### src/verilog/mcel_pkg.sv
// Constants and types for the error logging block
package mcel_pkg;
	// APB register byte addresses
	localparam logic [7:0] ADDR_BANK0_STATUS = 8'h00;
	localparam logic [7:0] ADDR_BANK1_STATUS = 8'h04;
	localparam logic [7:0] ADDR_BANK1_ADDR = 8'h08;
	localparam logic [7:0] ADDR_BANK2_CTL = 8'h0C;
	localparam logic [7:0] ADDR_BANK2_STATUS = 8'h10;
	localparam logic [7:0] ADDR_QUEUE = 8'h14;
	// Status field positions
	localparam int BIT_VALID = 0;
	localparam int BIT_UNCORRECTABLE = 1;
	localparam int BIT_CTX_CORRUPT = 2;
	localparam int BIT_CORR = 3;
	localparam int BIT_HARDFAIL = 4;
	localparam int BIT_MULTITAG = 5;
	localparam int BIT_PREFETCH = 6;
	localparam int BIT_ADDRV = 7;
	// Reset values
	localparam logic [7:0] RST_STATUS = 8'h00;
	localparam logic [7:0] RST_BANK2_CTL = 8'hFF;
	localparam logic [31:0] RST_ADDR = 32'h0000_0000;
	// Bus queue depth
	localparam int QDEPTH = 4;
	localparam int QIDW = 2;
	// Error event kinds on the input port
	typedef enum logic [2:0] {
		EV_NONE = 3'b000,
		EV_PF_TAG_ERR = 3'b001,
		EV_DEMAND_ERR = 3'b010,
		EV_L1_PARITY = 3'b011,
		EV_FETCH_SPLIT = 3'b100,
		EV_OWN_MULTITAG = 3'b101,
		EV_BANK2_ERR = 3'b110,
		EV_HARDFAIL = 3'b111
	} mcel_event_t;
endpackage : mcel_pkg

### src/verilog/mcel_top.sv
// Error reporting banks, bus queue cleanup and APB register access
`timescale 1ns/1ps
module mcel_top
	import mcel_pkg::*;
(
	// Clock and reset
	input wire logic I_CLK,
	input wire logic I_ARST_N,
	// APB slave
	input wire logic I_PSEL,
	input wire logic I_PENABLE,
	input wire logic I_PWRITE,
	input wire logic [7:0] I_PADDR,
	input wire logic [31:0] I_PWDATA,
	output logic [31:0] O_PRDATA,
	output logic O_PREADY,
	output logic O_PSLVERR,
	// Error event port from the caches and bus unit
	input wire logic I_EV_VALID,
	input wire mcel_pkg::mcel_event_t I_EV_KIND,
	input wire logic [31:0] I_EV_ADDR,
	input wire logic [mcel_pkg::QIDW-1:0] I_EV_QID,
	input wire logic I_EV_DEFERRED,
	input wire logic I_HALF0_BAD,
	input wire logic I_HALF1_BAD,
	// Bus queue allocation
	input wire logic I_Q_ALLOC,
	input wire logic [mcel_pkg::QIDW-1:0] I_Q_ALLOC_ID,
	// Results
	output logic O_MCHK,
	output logic O_FETCH_STALL,
	output logic [mcel_pkg::QDEPTH-1:0] O_Q_BUSY
);
	import mcel_pkg::*;

	// Bank state
	logic [7:0] b0_q, b0_d; // Bus/L2 bank status
	logic [7:0] b1_q, b1_d; // L1 bank status
	logic [31:0] a1_q, a1_d; // L1 error address
	logic [7:0] ctl2_q, ctl2_d; // Bank2 report enables
	logic [7:0] b2_q, b2_d; // Bank2 status
	logic [31:0] pf_addr_q, pf_addr_d; // Address of logged prefetch tag error
	logic [QDEPTH-1:0] qb_q, qb_d; // Bus queue occupancy
	logic mchk_q, mchk_d; // Machine check exception pulse
	logic [31:0] rdata_q, rdata_d; // Registered read data

	wire logic acc = I_PSEL & I_PENABLE; // Access phase, answered at once
	wire logic wr = acc & I_PWRITE;
	wire logic ev = I_EV_VALID;
	logic mapped;

	// Address decode
	always_comb begin
		unique case (I_PADDR)
			ADDR_BANK0_STATUS, ADDR_BANK1_STATUS, ADDR_BANK1_ADDR,
			ADDR_BANK2_CTL, ADDR_BANK2_STATUS, ADDR_QUEUE: mapped = 1'b1;
			default: mapped = 1'b0;
		endcase
	end

	// Next state of banks, queue and exception
	always_comb begin
		b0_d = b0_q;
		b1_d = b1_q;
		a1_d = a1_q;
		ctl2_d = ctl2_q;
		b2_d = b2_q;
		pf_addr_d = pf_addr_q;
		qb_d = qb_q;
		mchk_d = 1'b0;
		rdata_d = rdata_q;
		// Software writes first so a same-cycle event wins over the clear
		if (wr) begin
			unique case (I_PADDR)
				ADDR_BANK0_STATUS: b0_d = I_PWDATA[7:0];
				ADDR_BANK1_STATUS: b1_d = I_PWDATA[7:0];
				ADDR_BANK1_ADDR: a1_d = I_PWDATA;
				ADDR_BANK2_CTL: ctl2_d = I_PWDATA[7:0];
				ADDR_BANK2_STATUS: b2_d = I_PWDATA[7:0];
				default: ;
			endcase
		end
		// Queue allocation from the bus unit
		if (I_Q_ALLOC) begin
			qb_d[I_Q_ALLOC_ID] = 1'b1;
		end
		if (ev) begin
			unique case (I_EV_KIND)
				EV_HARDFAIL: begin
					b0_d[BIT_VALID] = 1'b1;
					b0_d[BIT_HARDFAIL] = 1'b1;
					// Deferred entry freed so later requests proceed
					if (I_EV_DEFERRED) begin
						qb_d[I_EV_QID] = 1'b0;
					end
				end
				EV_PF_TAG_ERR: begin
					// Data never consumed, so only log it
					b0_d[BIT_VALID] = 1'b1;
					b0_d[BIT_UNCORRECTABLE] = 1'b1;
					b0_d[BIT_CTX_CORRUPT] = 1'b1;
					b0_d[BIT_PREFETCH] = 1'b1;
					pf_addr_d = I_EV_ADDR;
				end
				EV_DEMAND_ERR: begin
					b0_d[BIT_VALID] = 1'b1;
					b0_d[BIT_UNCORRECTABLE] = 1'b1;
					b0_d[BIT_CTX_CORRUPT] = 1'b1;
					mchk_d = 1'b1;
				end
				EV_L1_PARITY: begin
					// Only the first fault's address is kept; later ops cannot replace it
					if (!b1_q[BIT_VALID]) begin
						a1_d = I_EV_ADDR;
						b1_d[BIT_ADDRV] = 1'b1;
					end
					b1_d[BIT_VALID] = 1'b1;
					b1_d[BIT_UNCORRECTABLE] = 1'b1;
				end
				EV_FETCH_SPLIT: begin
					b0_d[BIT_VALID] = 1'b1;
					if (I_HALF0_BAD | I_HALF1_BAD) begin
						b0_d[BIT_UNCORRECTABLE] = 1'b1;
						mchk_d = 1'b1;
					end else begin
						b0_d[BIT_CORR] = 1'b1;
					end
				end
				EV_OWN_MULTITAG: begin
					b0_d[BIT_VALID] = 1'b1;
					b0_d[BIT_MULTITAG] = 1'b1;
				end
				EV_BANK2_ERR: begin
					b2_d[BIT_VALID] = 1'b1;
					b2_d[BIT_UNCORRECTABLE] = 1'b1;
					mchk_d = |ctl2_q;
				end
				default: ;
			endcase
			// Demand access to the poisoned prefetch location
			if (I_EV_KIND != EV_PF_TAG_ERR && b0_q[BIT_PREFETCH] && I_EV_ADDR == pf_addr_q
				&& I_EV_KIND != EV_BANK2_ERR && I_EV_KIND != EV_NONE) begin
				mchk_d = 1'b1;
			end
		end
		// Read mux
		if (I_PSEL & ~I_PENABLE & ~I_PWRITE) begin
			unique case (I_PADDR)
				ADDR_BANK0_STATUS: rdata_d = {24'h000000, b0_q};
				ADDR_BANK1_STATUS: rdata_d = {24'h000000, b1_q};
				ADDR_BANK1_ADDR: rdata_d = a1_q;
				ADDR_BANK2_CTL: rdata_d = {24'h000000, ctl2_q};
				ADDR_BANK2_STATUS: rdata_d = {24'h000000, b2_q};
				ADDR_QUEUE: rdata_d = {28'h0000000, qb_q};
				default: rdata_d = 32'h0000_0000;
			endcase
		end
	end

	// State registers
	always_ff @(posedge I_CLK or negedge I_ARST_N) begin
		if (!I_ARST_N) begin
			b0_q <= RST_STATUS;
			b1_q <= RST_STATUS;
			a1_q <= RST_ADDR;
			ctl2_q <= RST_BANK2_CTL;
			b2_q <= RST_STATUS;
			pf_addr_q <= RST_ADDR;
			qb_q <= 4'h0;
			mchk_q <= 1'b0;
			rdata_q <= 32'h0000_0000;
		end else begin
			b0_q <= b0_d;
			b1_q <= b1_d;
			a1_q <= a1_d;
			ctl2_q <= ctl2_d;
			b2_q <= b2_d;
			pf_addr_q <= pf_addr_d;
			qb_q <= qb_d;
			mchk_q <= mchk_d;
			rdata_q <= rdata_d;
		end
	end

	// Outputs; fetch never stalls since correction is skipped when a half is bad
	assign O_PRDATA = rdata_q;
	assign O_PREADY = 1'b1;
	assign O_PSLVERR = acc & ~mapped;
	assign O_MCHK = mchk_q;
	assign O_FETCH_STALL = 1'b0;
	assign O_Q_BUSY = qb_q;

	// Checks
	chk_hardfail_dequeue: assert property (@(posedge I_CLK) disable iff (!I_ARST_N)
		ev && I_EV_KIND == EV_HARDFAIL && I_EV_DEFERRED && !(I_Q_ALLOC && I_Q_ALLOC_ID == I_EV_QID)
		|=> !O_Q_BUSY[$past(I_EV_QID)]) else $error("hard-failed entry stayed queued");
	chk_prefetch_quiet: assert property (@(posedge I_CLK) disable iff (!I_ARST_N)
		ev && I_EV_KIND == EV_PF_TAG_ERR && !(b0_q[BIT_PREFETCH] && I_EV_ADDR == pf_addr_q)
		|=> !O_MCHK && b0_q[BIT_UNCORRECTABLE] && b0_q[BIT_CTX_CORRUPT]) else $error("prefetch tag error handling wrong");
	chk_demand_poison: assert property (@(posedge I_CLK) disable iff (!I_ARST_N)
		ev && I_EV_KIND == EV_OWN_MULTITAG && b0_q[BIT_PREFETCH] && I_EV_ADDR == pf_addr_q
		|=> O_MCHK) else $error("demand hit on poisoned line missed");
	chk_demand_error: assert property (@(posedge I_CLK) disable iff (!I_ARST_N)
		ev && I_EV_KIND == EV_DEMAND_ERR |=> O_MCHK && b0_q[BIT_UNCORRECTABLE]) else $error("demand error not raised");
	chk_bank2_disabled: assert property (@(posedge I_CLK) disable iff (!I_ARST_N)
		ev && I_EV_KIND == EV_BANK2_ERR && ctl2_q == 8'h00 && !b0_q[BIT_PREFETCH]
		|=> !O_MCHK && b2_q[BIT_UNCORRECTABLE]) else $error("disabled bank2 misbehaved");
	chk_l1_addr_hold: assert property (@(posedge I_CLK) disable iff (!I_ARST_N)
		b1_q[BIT_VALID] && !wr |=> a1_q == $past(a1_q)) else $error("L1 address overwritten");
	chk_no_stall: assert property (@(posedge I_CLK) disable iff (!I_ARST_N)
		ev && I_EV_KIND == EV_FETCH_SPLIT && (I_HALF0_BAD ^ I_HALF1_BAD)
		|=> !O_FETCH_STALL && b0_q[BIT_UNCORRECTABLE]) else $error("split fetch stalled");
	chk_multitag_log: assert property (@(posedge I_CLK) disable iff (!I_ARST_N)
		ev && I_EV_KIND == EV_OWN_MULTITAG |=> b0_q[BIT_MULTITAG]) else $error("multi-tag not logged");
	chk_status_hold: assert property (@(posedge I_CLK) disable iff (!I_ARST_N)
		!ev && !wr |=> $stable(b0_q) && $stable(b2_q)) else $error("status changed without cause");
	cov_hardfail: cover property (@(posedge I_CLK) ev && I_EV_KIND == EV_HARDFAIL && I_EV_DEFERRED);
	cov_poison: cover property (@(posedge I_CLK) ev && I_EV_KIND == EV_PF_TAG_ERR ##[1:20] O_MCHK);
	cov_bank2_off: cover property (@(posedge I_CLK) ev && I_EV_KIND == EV_BANK2_ERR && ctl2_q == 8'h00);
	cov_split_one_bad: cover property (@(posedge I_CLK) ev && I_EV_KIND == EV_FETCH_SPLIT && (I_HALF0_BAD ^ I_HALF1_BAD));
endmodule : mcel_top

### config.mk
export PLATFORM = sky130hd
export DESIGN_NAME = mcel_top
export DESIGN_NICKNAME = d
export VERILOG_FILES = /design/src/verilog/mcel_pkg.sv /design/src/verilog/mcel_top.sv
export SDC_FILE = /design/constraint.sdc
export NUM_CORES = 1
export LEC_CHECK = 0
export BUFFER_PORTS_ARGS = -buffer_cell sky130_fd_sc_hd__buf_4
export CAP_MARGIN = 20
export CORE_MARGIN = 2
export CORE_UTILIZATION = 30
export DETAILED_ROUTE_END_ITERATION = 12
export SLEW_MARGIN = 15
export SYNTH_ARGS = -nofsm -noshare
export SYNTH_HDL_FRONTEND = slang
export SYNTH_SLANG_ARGS = --single-unit
### constraint.sdc
create_clock -name I_CLK -period 3.8 [get_ports I_CLK]
set_input_delay 0.76 -clock I_CLK [delete_from_list [all_inputs] [get_ports I_CLK]]
set_output_delay 0.76 -clock I_CLK [all_outputs]
set_load 0.05 [all_outputs]
Word-level counts from Yosys, hierarchy flattened
Index checks and enable logic that the tools add are counted.
{"block": "classes", "n_eq_ne": 15, "n_reduce_logical": 17, "shifts": 0, "muxes": 42, "div": 0, "addsub": 0, "mul": 0, "bitwise": 12, "order_cmp": 4}
{"operator": "$pmux W32 S6", "n": 1}
{"operator": "$mux W32", "n": 5}
{"operator": "$eq A32 B32 Y1", "n": 1}
{"operator": "$mux W7", "n": 3}
{"operator": "$mux W1", "n": 17}
{"operator": "$eq A8 B4 Y1 const B", "n": 2}
{"operator": "$eq A8 B5 Y1 const B", "n": 2}
{"operator": "$mux W4", "n": 4}
{"operator": "$mux W8", "n": 2}
{"operator": "$eq A3 B3 Y1 const B", "n": 4}
{"operator": "$mux W2", "n": 6}
{"operator": "$reduce_and A2 Y1", "n": 5}
{"operator": "$eq A8 B3 Y1 const B", "n": 1}
{"operator": "$logic_not A8 Y1", "n": 1}
{"operator": "$reduce_or A8 Y1", "n": 1}
{"operator": "$eq A3 B2 Y1 const B", "n": 2}
{"operator": "$logic_and A1 B1 Y1", "n": 6}
{"operator": "$lt A2 B3 Y1 const B", "n": 2}
{"operator": "$reduce_or A6 Y1", "n": 1}
{"operator": "$and A1 B1 Y1", "n": 5}
{"operator": "$reduce_or A5 Y1", "n": 1}
{"operator": "$and A4 B4 Y4", "n": 1}
{"operator": "$demux W1 S2", "n": 2}
{"operator": "$ge A2 B1 Y1 const B", "n": 2}
{"operator": "other kinds (11)", "n": 13}
{"block": "word_totals", "mem_count": 0, "rom_bits": 0, "latch_bits": 0, "wordCells": 102, "register_bits": 133, "ram_bits": 0, "inputBits": 89, "output_inout_bits": 40}

Longest topological paths before layout
Gate-level depths: netlist of the first run.
{"block": "depth", "word_depth": 10, "ltp_mapped": 7, "ltp_nobuf": 4}

Worst setup path after synthesis of the first run
Ideal clock, no wire load.
{"block": "synth_path", "path_kind": "input port to output port", "from": "input port I_PADDR[4]", "to": "output port O_PSLVERR", "path_slack_ns": 0.695, "arrival_ns": 2.345, "cell_stages": 4, "required_ns": 3.040, "n_path_buf": 2, "cell_sequence": "clkbuf_1 buf_1 nand2_1 a31oi_1"}
{"block": "synth_between", "elab_chain_cells": 5, "elab_cells_between_ends": 10, "classes_between": "eq/ne (5); mux (1); bitwise (2); reduce/logical (2)"}
{"item": "start: declaration", "line_no": "mcel_top.sv:13", "rtl": "input wire logic [7:0] I_PADDR,"}
{"item": "$eq A8 B5 Y1, or another cell as far along", "line_no": "mcel_top.sv:54", "rtl": "unique case (I_PADDR)"}
{"item": "$reduce_or A6 Y1 *", "line_no": "mcel_top.sv:54"}
{"item": "$mux W1 *", "line_no": "mcel_top.sv:54"}
{"item": "$not A1 Y1 *", "line_no": "mcel_top.sv:188", "rtl": "assign O_PSLVERR = acc & ~mapped;"}
{"item": "$and A1 B1 Y1 *", "line_no": "mcel_top.sv:188"}
{"item": "end: declaration", "line_no": "mcel_top.sv:17", "rtl": "output logic O_PSLVERR,"}
Every way passes the cells marked *; elsewhere a longest branch is shown, timed or not.

Worst setup path in the final report of the first run
{"block": "layout_path", "from": "input port I_PWRITE", "to": "register rdata_q[9], in the netlist O_PRDATA[9]"}
{"block": "layout_between", "elab_chain_cells": 2}
{"item": "start: declaration", "line_no": "mcel_top.sv:12", "rtl": "input wire logic I_PWRITE,"}
{"item": "$not A1 Y1", "line_no": "mcel_top.sv:147", "rtl": "if (I_PSEL & ~I_PENABLE & ~I_PWRITE) begin"}
{"item": "$and A1 B1 Y1", "line_no": "mcel_top.sv:147"}
{"item": "end signal: assignment", "line_no": "mcel_top.sv:181", "rtl": "rdata_q <= rdata_d;"}
{"item": "end: declaration", "line_no": "mcel_top.sv:45", "rtl": "logic [31:0] rdata_q, rdata_d;"}
Every way passes these cells.
A chain may end at the register's enable or synchronous reset.

==> metrics.cfg, run 1 <==
[timing]
fin_tns_setup_ns = 0
finClkSkew_ns = 0.00763
finalCriticalPeriod_ns = 2.40
maxSlewViolCount = 0
post-route-period-util_pct = 63.1
final_hold_viol_count = 0
worst_slew_pin_slew_ns = 0.932
finalSetupViolations = 0
max_freq_ghz = 0.417
relSlewSlack_pct = 37.4
rsz0062_at_grt = no

[yosys]
synth_seq_cells = 133
synth_edf_count = 0
syn_area_per_cell_um2 = 10.8
synthesis.nets = 676
ys_warn_count = 0
ys.flop_type = dfrtp_1
postSynthCellCount = 587
netlist_area_um2 = 6340
ys_types = 49
ys_seq_area_share_pct = 52.6
synthArstFlopShare_pct = 100

[placement]
port_buffers = 126
dp_hpwl_mm = 12.0
routabilityCongestion = 0.805

[clocking]
hold_buffers = 0
cts-resized-gates = 0
htree_levels = 4
clk_pin_slew_ns = 0.06
cts_sinks = 133
root_buffer = clkbuf_16
post_cts_buffers = 0
clock_latency_ns = 0.42
cts_inserted_buffers = 17
clockBufferDepth = 2
cts_tree = done

[layout]
nets = 786
drive_above_1_share_pct = 32.5
final_common_cell = buf_4
syn_to_final_growth_pct = 27.0
diodes = 0
final_cell_mix = buf_4, dfrtp_1, nand2_1
final_core_util_pct = 38.6

[detailed_routing]
wl_per_cell_um = 17.1
avgViaCountPerCell = 4.91
vias = 4839
drc_errors = 0
drt_iter0_markers = 245
wl_mm = 16.8
drtPass1Iterations = 5
ant_nets = 0

[worst_setup_path]
slowest_stage = or3b_2
cp_slowest_stage_delay_ns = 0.79
reg2reg_depth = 4
cp_common_cell = buf_4
r2r_slack_ns = 2.01
r2r-start = b1_q[0]
end_kind = flop
cp_data_required_time_ns = 4.15
criticalPathCategory = input port to flop
cp-startpoint = I_PWRITE
r2r_end = a1_q[29]
path_cells = buf_4 -> or3b_2 -> or3_4 -> nor3_4 -> buf_4 -> a22o_1
cp-start-kind = input port
path_max_fanout = 33
arrival_ns = 2.75

[grt]
grt_pass1_wl_mm = 26.7
grt_antenna_before_repair = 1
grt_pass1_vias = 4889
grt_max_degree = 74
grt_util_all_layers_pct = 15.5
grt_overflow = 0

[flow_run]
cap_viol_max_count = 0

[status]
status = finished, final reports clean

[power_and_ir_drop]
cellLeakagePower_nw = 3.60
ir_worst_vdd_mv = 0.258
powerDensity_nw_per_um2 = 487

[hold_path]
hold_class = input port to asynchronous set/reset pin

[die]
dieArea_um2 = 22300
pin_count = 129
die-width_um = 149
start_util_pct = 30.4
num_rows = 53
core_um2 = 20900
dieHeight_um = 149

## worst max-delay path by stage
stage,cells past startpoint,end
detailed placement,6,O_PRDATA[18]
CTS,6,O_PRDATA[17]
finish,6,O_PRDATA[9]
global route,6,O_PRDATA[26]
global placement,6,O_PRDATA[8]
floorplan,4,O_PSLVERR
## layout make-up
type / instances / area [um2]
Timing Repair Buffer: 132 / 1010
Inverter: 4 / 15.0
Clock buffer: 20 / 447
Multi-Input combinational cell: 409 / 2780
Clock inverter: 12 / 129
Fill cell: 2086 / 12800
Tap cell: 275 / 344
Sequential cell: 133 / 3340
## state kept, by name, summed over array words and instances, names as in the netlist
signal     cells
O_MCHK         1
b2_q           8
O_PRDATA      32
ctl2_q         8
a1_q          32
b1_q           8
b0_q           8
pf_addr_q     32
O_Q_BUSY       4
## critical path, delay by kind of cell
kind | cells | cell delay [ns]
AOI/OAI and AO/OA | 1 | 0.18
buffers and inverters | 2 | 0.44
and+or+nand+nor | 3 | 1.36
## stage by stage
step	std cells	power [mW]	instance area, um2	hold WS [ns]	setup slack (ns)
final	985	3.92	8060	0.344	1.40
after global routing	985	4.11	8060	0.395	1.35
after CTS	985	3.96	8060	0.381	1.42
after detailed placement	953	2.34	7480	0.476	0.983
after global placement	953	2.32	7480	0.470	1.03
after floorplan	587	2.11	6340	0.464	0.695
## cells in the mapped netlist (6+ instances only)
cell type	count	share of area (%)
buf_2	6	0.47
o21ai_0	22	1.7
nand2_1	86	5.1
mux2i_1	21	3.3
xor2_1	19	2.6
buf_6	6	1.1
a31oi_1	35	3.5
mux2_2	46	8.2
xnor2_1	14	1.9
a22o_1	24	3.3
nand4_1	6	0.59
clkbuf_1	25	1.5
dfstp_2	8	3.3
nor4_1	8	0.79
nand3_1	19	1.5
dfrtp_1	125	49
nor2_1	48	2.8
## report_power, final
group          internal [mW]  total [mW]  switching, mW  leakage [nW]
Sequential              1.63        1.75          0.121          1.61
Clock                  0.982        1.62          0.634         0.277
Combinational          0.279       0.553          0.274          1.71
Total                   2.89        3.92           1.03          3.60
## cell families (layout without fill, tap and decap cells)
group	Yosys count	in the layout	synth area share, %
simple gates	200	200	15.4
flops	133	133	52.6
compound gates	103	103	11.2
mux	71	71	12.4
buf+inv	45	168	3.61
xor+xnor	33	33	4.56
other cells	2	2	0.118
## metal layers
metal  wire [um]  vias to the layer above  GRT usage [%]
met5          14                        -              0
met4         273                        2           5.10
met3        1060                       18           4.73
met2        7590                      136           23.8
met1        7900                     2372           21.1
li1            -                     2311              -
Power figures use the tool's default switching activity.
==> run 2, diff against run 1 <==
- ABC_AREA: not set -> 1
- clock period: 3.8 -> 2.1 ns (I/O delays scaled with it)
==> metrics.cfg, run 2 <==
[status]
status = finished, final reports clean

[yosys]
syn_area_per_cell_um2 = 8.14
synthTopCellsByArea = dfrtp_1, nand2_1, o21ai_0
yosys.area.top_type = dfrtp_1
ys.flop_type = dfrtp_1
yosysMostFrequentCell = nand2_1
ys_types = 39
synth_compound_area_share_pct = 15.6
postSynthCellCount = 808
synth_seq_cells = 133
synth_edf_count = 0
synthXorXnorAreaFrac_pct = 1.33
ys_seq_area_share_pct = 50.8
ys_warn_count = 0
ys_top_cells_by_count = nand2_1, dfrtp_1, inv_1, o21ai_0, o22ai_1
netlist_area_um2 = 6580
synth_top_family_by_area = simple AND/OR/NAND/NOR gates
synthArstFlopShare_pct = 100
yosys.area_share.simple_pct = 23.5
yosysTopAreaCellShare_pct = 47.6
synthesis.nets = 897
synth-adder-area-share_pct = 0
synth.area.mux_share_pct = 0

[layout]
final_common_cell = nand2_1
fillCellCount = 2226
syn_to_final_growth_pct = 29.1
final_core_util_pct = 39.2
final_cells = 1228
diodes = 0
nets = 1024
final_cell_mix = nand2_1, buf_4, dfrtp_1
drive_above_1_share_pct = 23.7
final_area_um2 = 8490

[timing]
finClkSkew_ns = 0.0108
fin_tns_setup_ns = 0
final_hold_viol_count = 0
maxSlewViolCount = 0
rsz0062_at_grt = no
finalCriticalPeriod_ns = 1.90
max_freq_ghz = 0.525
post-route-period-util_pct = 90.7
worst_slew_pin_slew_ns = 0.786
relSlewSlack_pct = 47.6
finalSetupViolations = 0

[detailed_routing]
ant_nets = 0
avgViaCountPerCell = 4.72
drt_iter0_markers = 389
drc_errors = 0
vias = 5793
wl_per_cell_um = 15.5
drtPass1Iterations = 5
wl_mm = 19.1

[clocking]
clockBufferDepth = 2
clk_pin_slew_ns = 0.06
cts_tree = done
cts_sinks = 133
clock_latency_ns = 0.43
cts_inserted_buffers = 17
root_buffer = clkbuf_16
post_cts_buffers = 0
htree_levels = 4

[grt]
grt_max_degree = 66
grt_util_all_layers_pct = 17.0
grt_antenna_before_repair = 0
grt_pass1_wl_mm = 30.9
grt_pass1_vias = 5679
grt_overflow = 0

[placement]
dp_hpwl_mm = 14.0
routabilityCongestion = 0.830
port_buffers = 126
dp.cells = 1195
dpl_cell_area_um2 = 7880

[worst_setup_path]
criticalPathCategory = input port to output port
arrival_ns = 1.48
end_kind = output port
path_max_fanout = 2
cp-start-kind = input port
cp_data_required_time_ns = 1.68

[flow_run]
cap_viol_max_count = 0

[die]
start_util_pct = 30.3
dieArea_um2 = 23100
die-width_um = 152
dieHeight_um = 152
core_um2 = 21700
num_rows = 54
pin_count = 129

[power_and_ir_drop]
powerDensity_nw_per_um2 = 853
ir_worst_vdd_mv = 0.637
cellLeakagePower_nw = 4.07

[hold_path]
hold_class = input port to flop

-- run 2: logic make-up (layout without fill, tap and decap cells) --
family,count (synthesis),in the layout
xor gates and xnor gates,10,10
and+or+nand+nor,349,349
buffers and inverters,131,271
AOI/OAI and AO/OA,183,183
DFF,133,133
other,2,2
-- run 2: path summary, 6_finish.rpt --
| check | from | end | slack [ns] | cells past startpoint |
|---|---|---|---|---|
| max | I_PADDR[0] | O_PSLVERR | 0.20 | 8 |
| min | I_EV_ADDR[15] | pf_addr_q[15] | 0.22 | 3 |
| max reg2reg | ctl2_q[5] | O_MCHK | 0.75 | 4 |
| min reg2reg | b1_q[6] | b1_q[6] | 0.48 | 2 |
| max in group asynchronous | I_ARST_N | pf_addr_q[6] | 1.00 | 3 |
| min in group asynchronous | I_ARST_N | O_PRDATA[0] | 0.47 | 2 |
-- run 2: routing by layer --
metal,GRT usage (%),vias to the layer above,share of wire [%]
li1,-,2898,-
met3,4.19,28,5.0
met4,6.01,0,2.1
met1,24.0,2735,48
met5,0,-,0
met2,25.5,132,45
-- run 2: timing repair --
action | CTS | global route
resized for setup | 0 | 0
hold endpoints to repair | 20 | 0
hold buffers | 1 | 0
-- run 2: layout make-up --
cell class	count	area [um2]	share of cell area, %
multi-input combinational	544	2690	31.7
timing repair buffer	147	1160	13.6
sequential	133	3340	39.3
clock buffer	19	453	5.33
inverter	92	348	4.10
clock inverter	13	154	1.81
tap	280	350	4.13
-- run 2: per-stage QoR --
stage	setup WS (ns)	power, mW	hold slack, ns
global placement	0.252	4.18	0.381
floorplan	0.111	3.74	0.124
CTS	0.191	7.29	0.207
detailed placement	0.190	4.21	0.384
finish	0.195	7.24	0.219
global route	0.0670	7.59	0.229
-- run 2: worst max-delay path: stages --
cell,delay (ns)
buf_4,0.11
inv_1,0.04
nand2_1,0.09
nor3_1,0.25
nand2_1,0.17
nand3_1,0.16
nor4_4,0.04
buf_4,0.19
-- run 2: report_power, final --
| part | switching [mW] | internal, mW |
|---|---|---|
| registers | 0.208 | 2.91 |
| logic | 0.608 | 0.441 |
| clock network | 1.15 | 1.92 |
| total | 1.97 | 5.27 |
==> run 3, diff against run 2 <==
- REMOVE_ABC_BUFFERS: not set -> 1
==> metrics.cfg, run 3 (synthesized netlist as in run 2, its figures left out) <==
[layout]
fillCellCount = 2172
nets = 1029
drive_above_1_share_pct = 23.9
syn_to_final_growth_pct = 29.5
final_cell_mix = nand2_1, buf_4, dfrtp_1
final_cells = 1233
final_core_util_pct = 39.3
diodes = 0
final_common_cell = nand2_1

[timing]
max_freq_ghz = 0.528
relSlewSlack_pct = 57.5
timing.hold.ws_ns = 0.223
post-route-period-util_pct = 90.2
finClkSkew_ns = 0.00881
worst_slew_pin_slew_ns = 0.637
finalSetupViolations = 0
final_hold_viol_count = 0
finalCriticalPeriod_ns = 1.89
rsz0062_at_grt = no
maxSlewViolCount = 0

[clocking]
htree_levels = 4
clockBufferDepth = 2
clock_latency_ns = 0.42
cts_tree = done
clk_pin_slew_ns = 0.06
cts_inserted_buffers = 17
post_cts_buffers = 0
cts_sinks = 133
root_buffer = clkbuf_16

[detailed_routing]
drtPass1Iterations = 5
avgViaCountPerCell = 4.79
drc_errors = 0
wl_per_cell_um = 15.3
ant_nets = 0
drt_iter0_markers = 371
wl_mm = 18.8
vias = 5910

[worst_setup_path]
cp_slowest_stage_delay_ns = 0.26
arrival_ns = 1.47
path_cells = buf_4 -> inv_1 -> nand2_1 -> nor3_1 -> nand2_1 -> nand3_1 -> nor4_1 -> buf_4
slowest_stage = nor3_1
path_max_fanout = 2
criticalPathCategory = input port to output port
cp_data_required_time_ns = 1.68
cp-start-kind = input port
end_kind = output port

[placement]
port_buffers = 126
dp.cells = 1200
routabilityCongestion = 0.807
dp_hpwl_mm = 13.3

[grt]
grt_pass1_vias = 5794
grt_max_degree = 66
grt_antenna_before_repair = 1
grt_overflow = 0
grt_util_all_layers_pct = 16.8
grt_pass1_wl_mm = 30.8

[power_and_ir_drop]
cellLeakagePower_nw = 4.10
ir_worst_vdd_mv = 0.585
powerDensity_nw_per_um2 = 862
finalPower_mw = 7.34

[die]
core_um2 = 21700
start_util_pct = 30.3
num_rows = 54
pin_count = 129
die-width_um = 152
dieHeight_um = 152
dieArea_um2 = 23100

[hold_path]
hold_class = input port to flop

[status]
status = finished, final reports clean

[flow_run]
cap_viol_max_count = 0

## run 3: cell type report
| cell class | instances | area [um2] | area share (%) |
|---|---|---|---|
| inverters | 92 | 348 | 4.08 |
| multi-input cells | 544 | 2680 | 31.4 |
| repair buffers | 152 | 1170 | 13.8 |
| clock inverters | 12 | 176 | 2.07 |
| clock buffers | 20 | 457 | 5.36 |
| well taps | 280 | 350 | 4.11 |
| flip-flops and latches | 133 | 3340 | 39.2 |
## run 3: path summary, 6_finish.rpt
check	start	endpoint	slack, ns	depth (start not counted)
setup reg to reg	b1_q[0]	a1_q[14]	0.64	5
setup / recovery	I_PADDR[0]	O_PSLVERR	0.21	8
min in group asynchronous	I_ARST_N	O_Q_BUSY[3]	0.50	2
max in group asynchronous	I_ARST_N	ctl2_q[6]	0.93	3
hold / removal	I_EV_ADDR[22]	pf_addr_q[22]	0.22	3
hold reg to reg	O_PRDATA[4]	O_PRDATA[4]	0.48	2
## run 3: critical path, delay by kind of cell
family / cells / cell delay (ns)
buffers and inverters: 3 / 0.35
and+or+nand+nor: 5 / 0.70
## run 3: report_power, final
group | switching, mW | internal, mW
registers | 0.193 | 2.91
logic | 0.593 | 0.439
clock network | 1.15 | 2.05
total | 1.94 | 5.40
## run 3: per-layer routing
layer | vias up | GRT usage (%) | share of wire [%]
li1 | 2912 | - | -
met4 | 2 | 5.70 | 2.0
met2 | 164 | 27.3 | 48
met3 | 25 | 4.19 | 4.8
met5 | - | 0 | 0.085
met1 | 2807 | 21.9 | 45
## run 3: stage by stage
| stage | cell area (um2) | setup slack (ns) | setup TNS [ns] |
|---|---|---|---|
| floorplan | 6350 | -0.973 | -18.40 |
| global placement | 7880 | 0.276 | 0 |
| detailed placement | 7880 | 0.203 | 0 |
| CTS | 8520 | 0.198 | 0 |
| global route | 8520 | 0.104 | 0 |
| finish | 8520 | 0.206 | 0 |
## run 3: timing repair
action	4_1_cts	5_1_grt
hold buffers	1	0
hold endpoints to repair	36	0
resized for setup	0	0
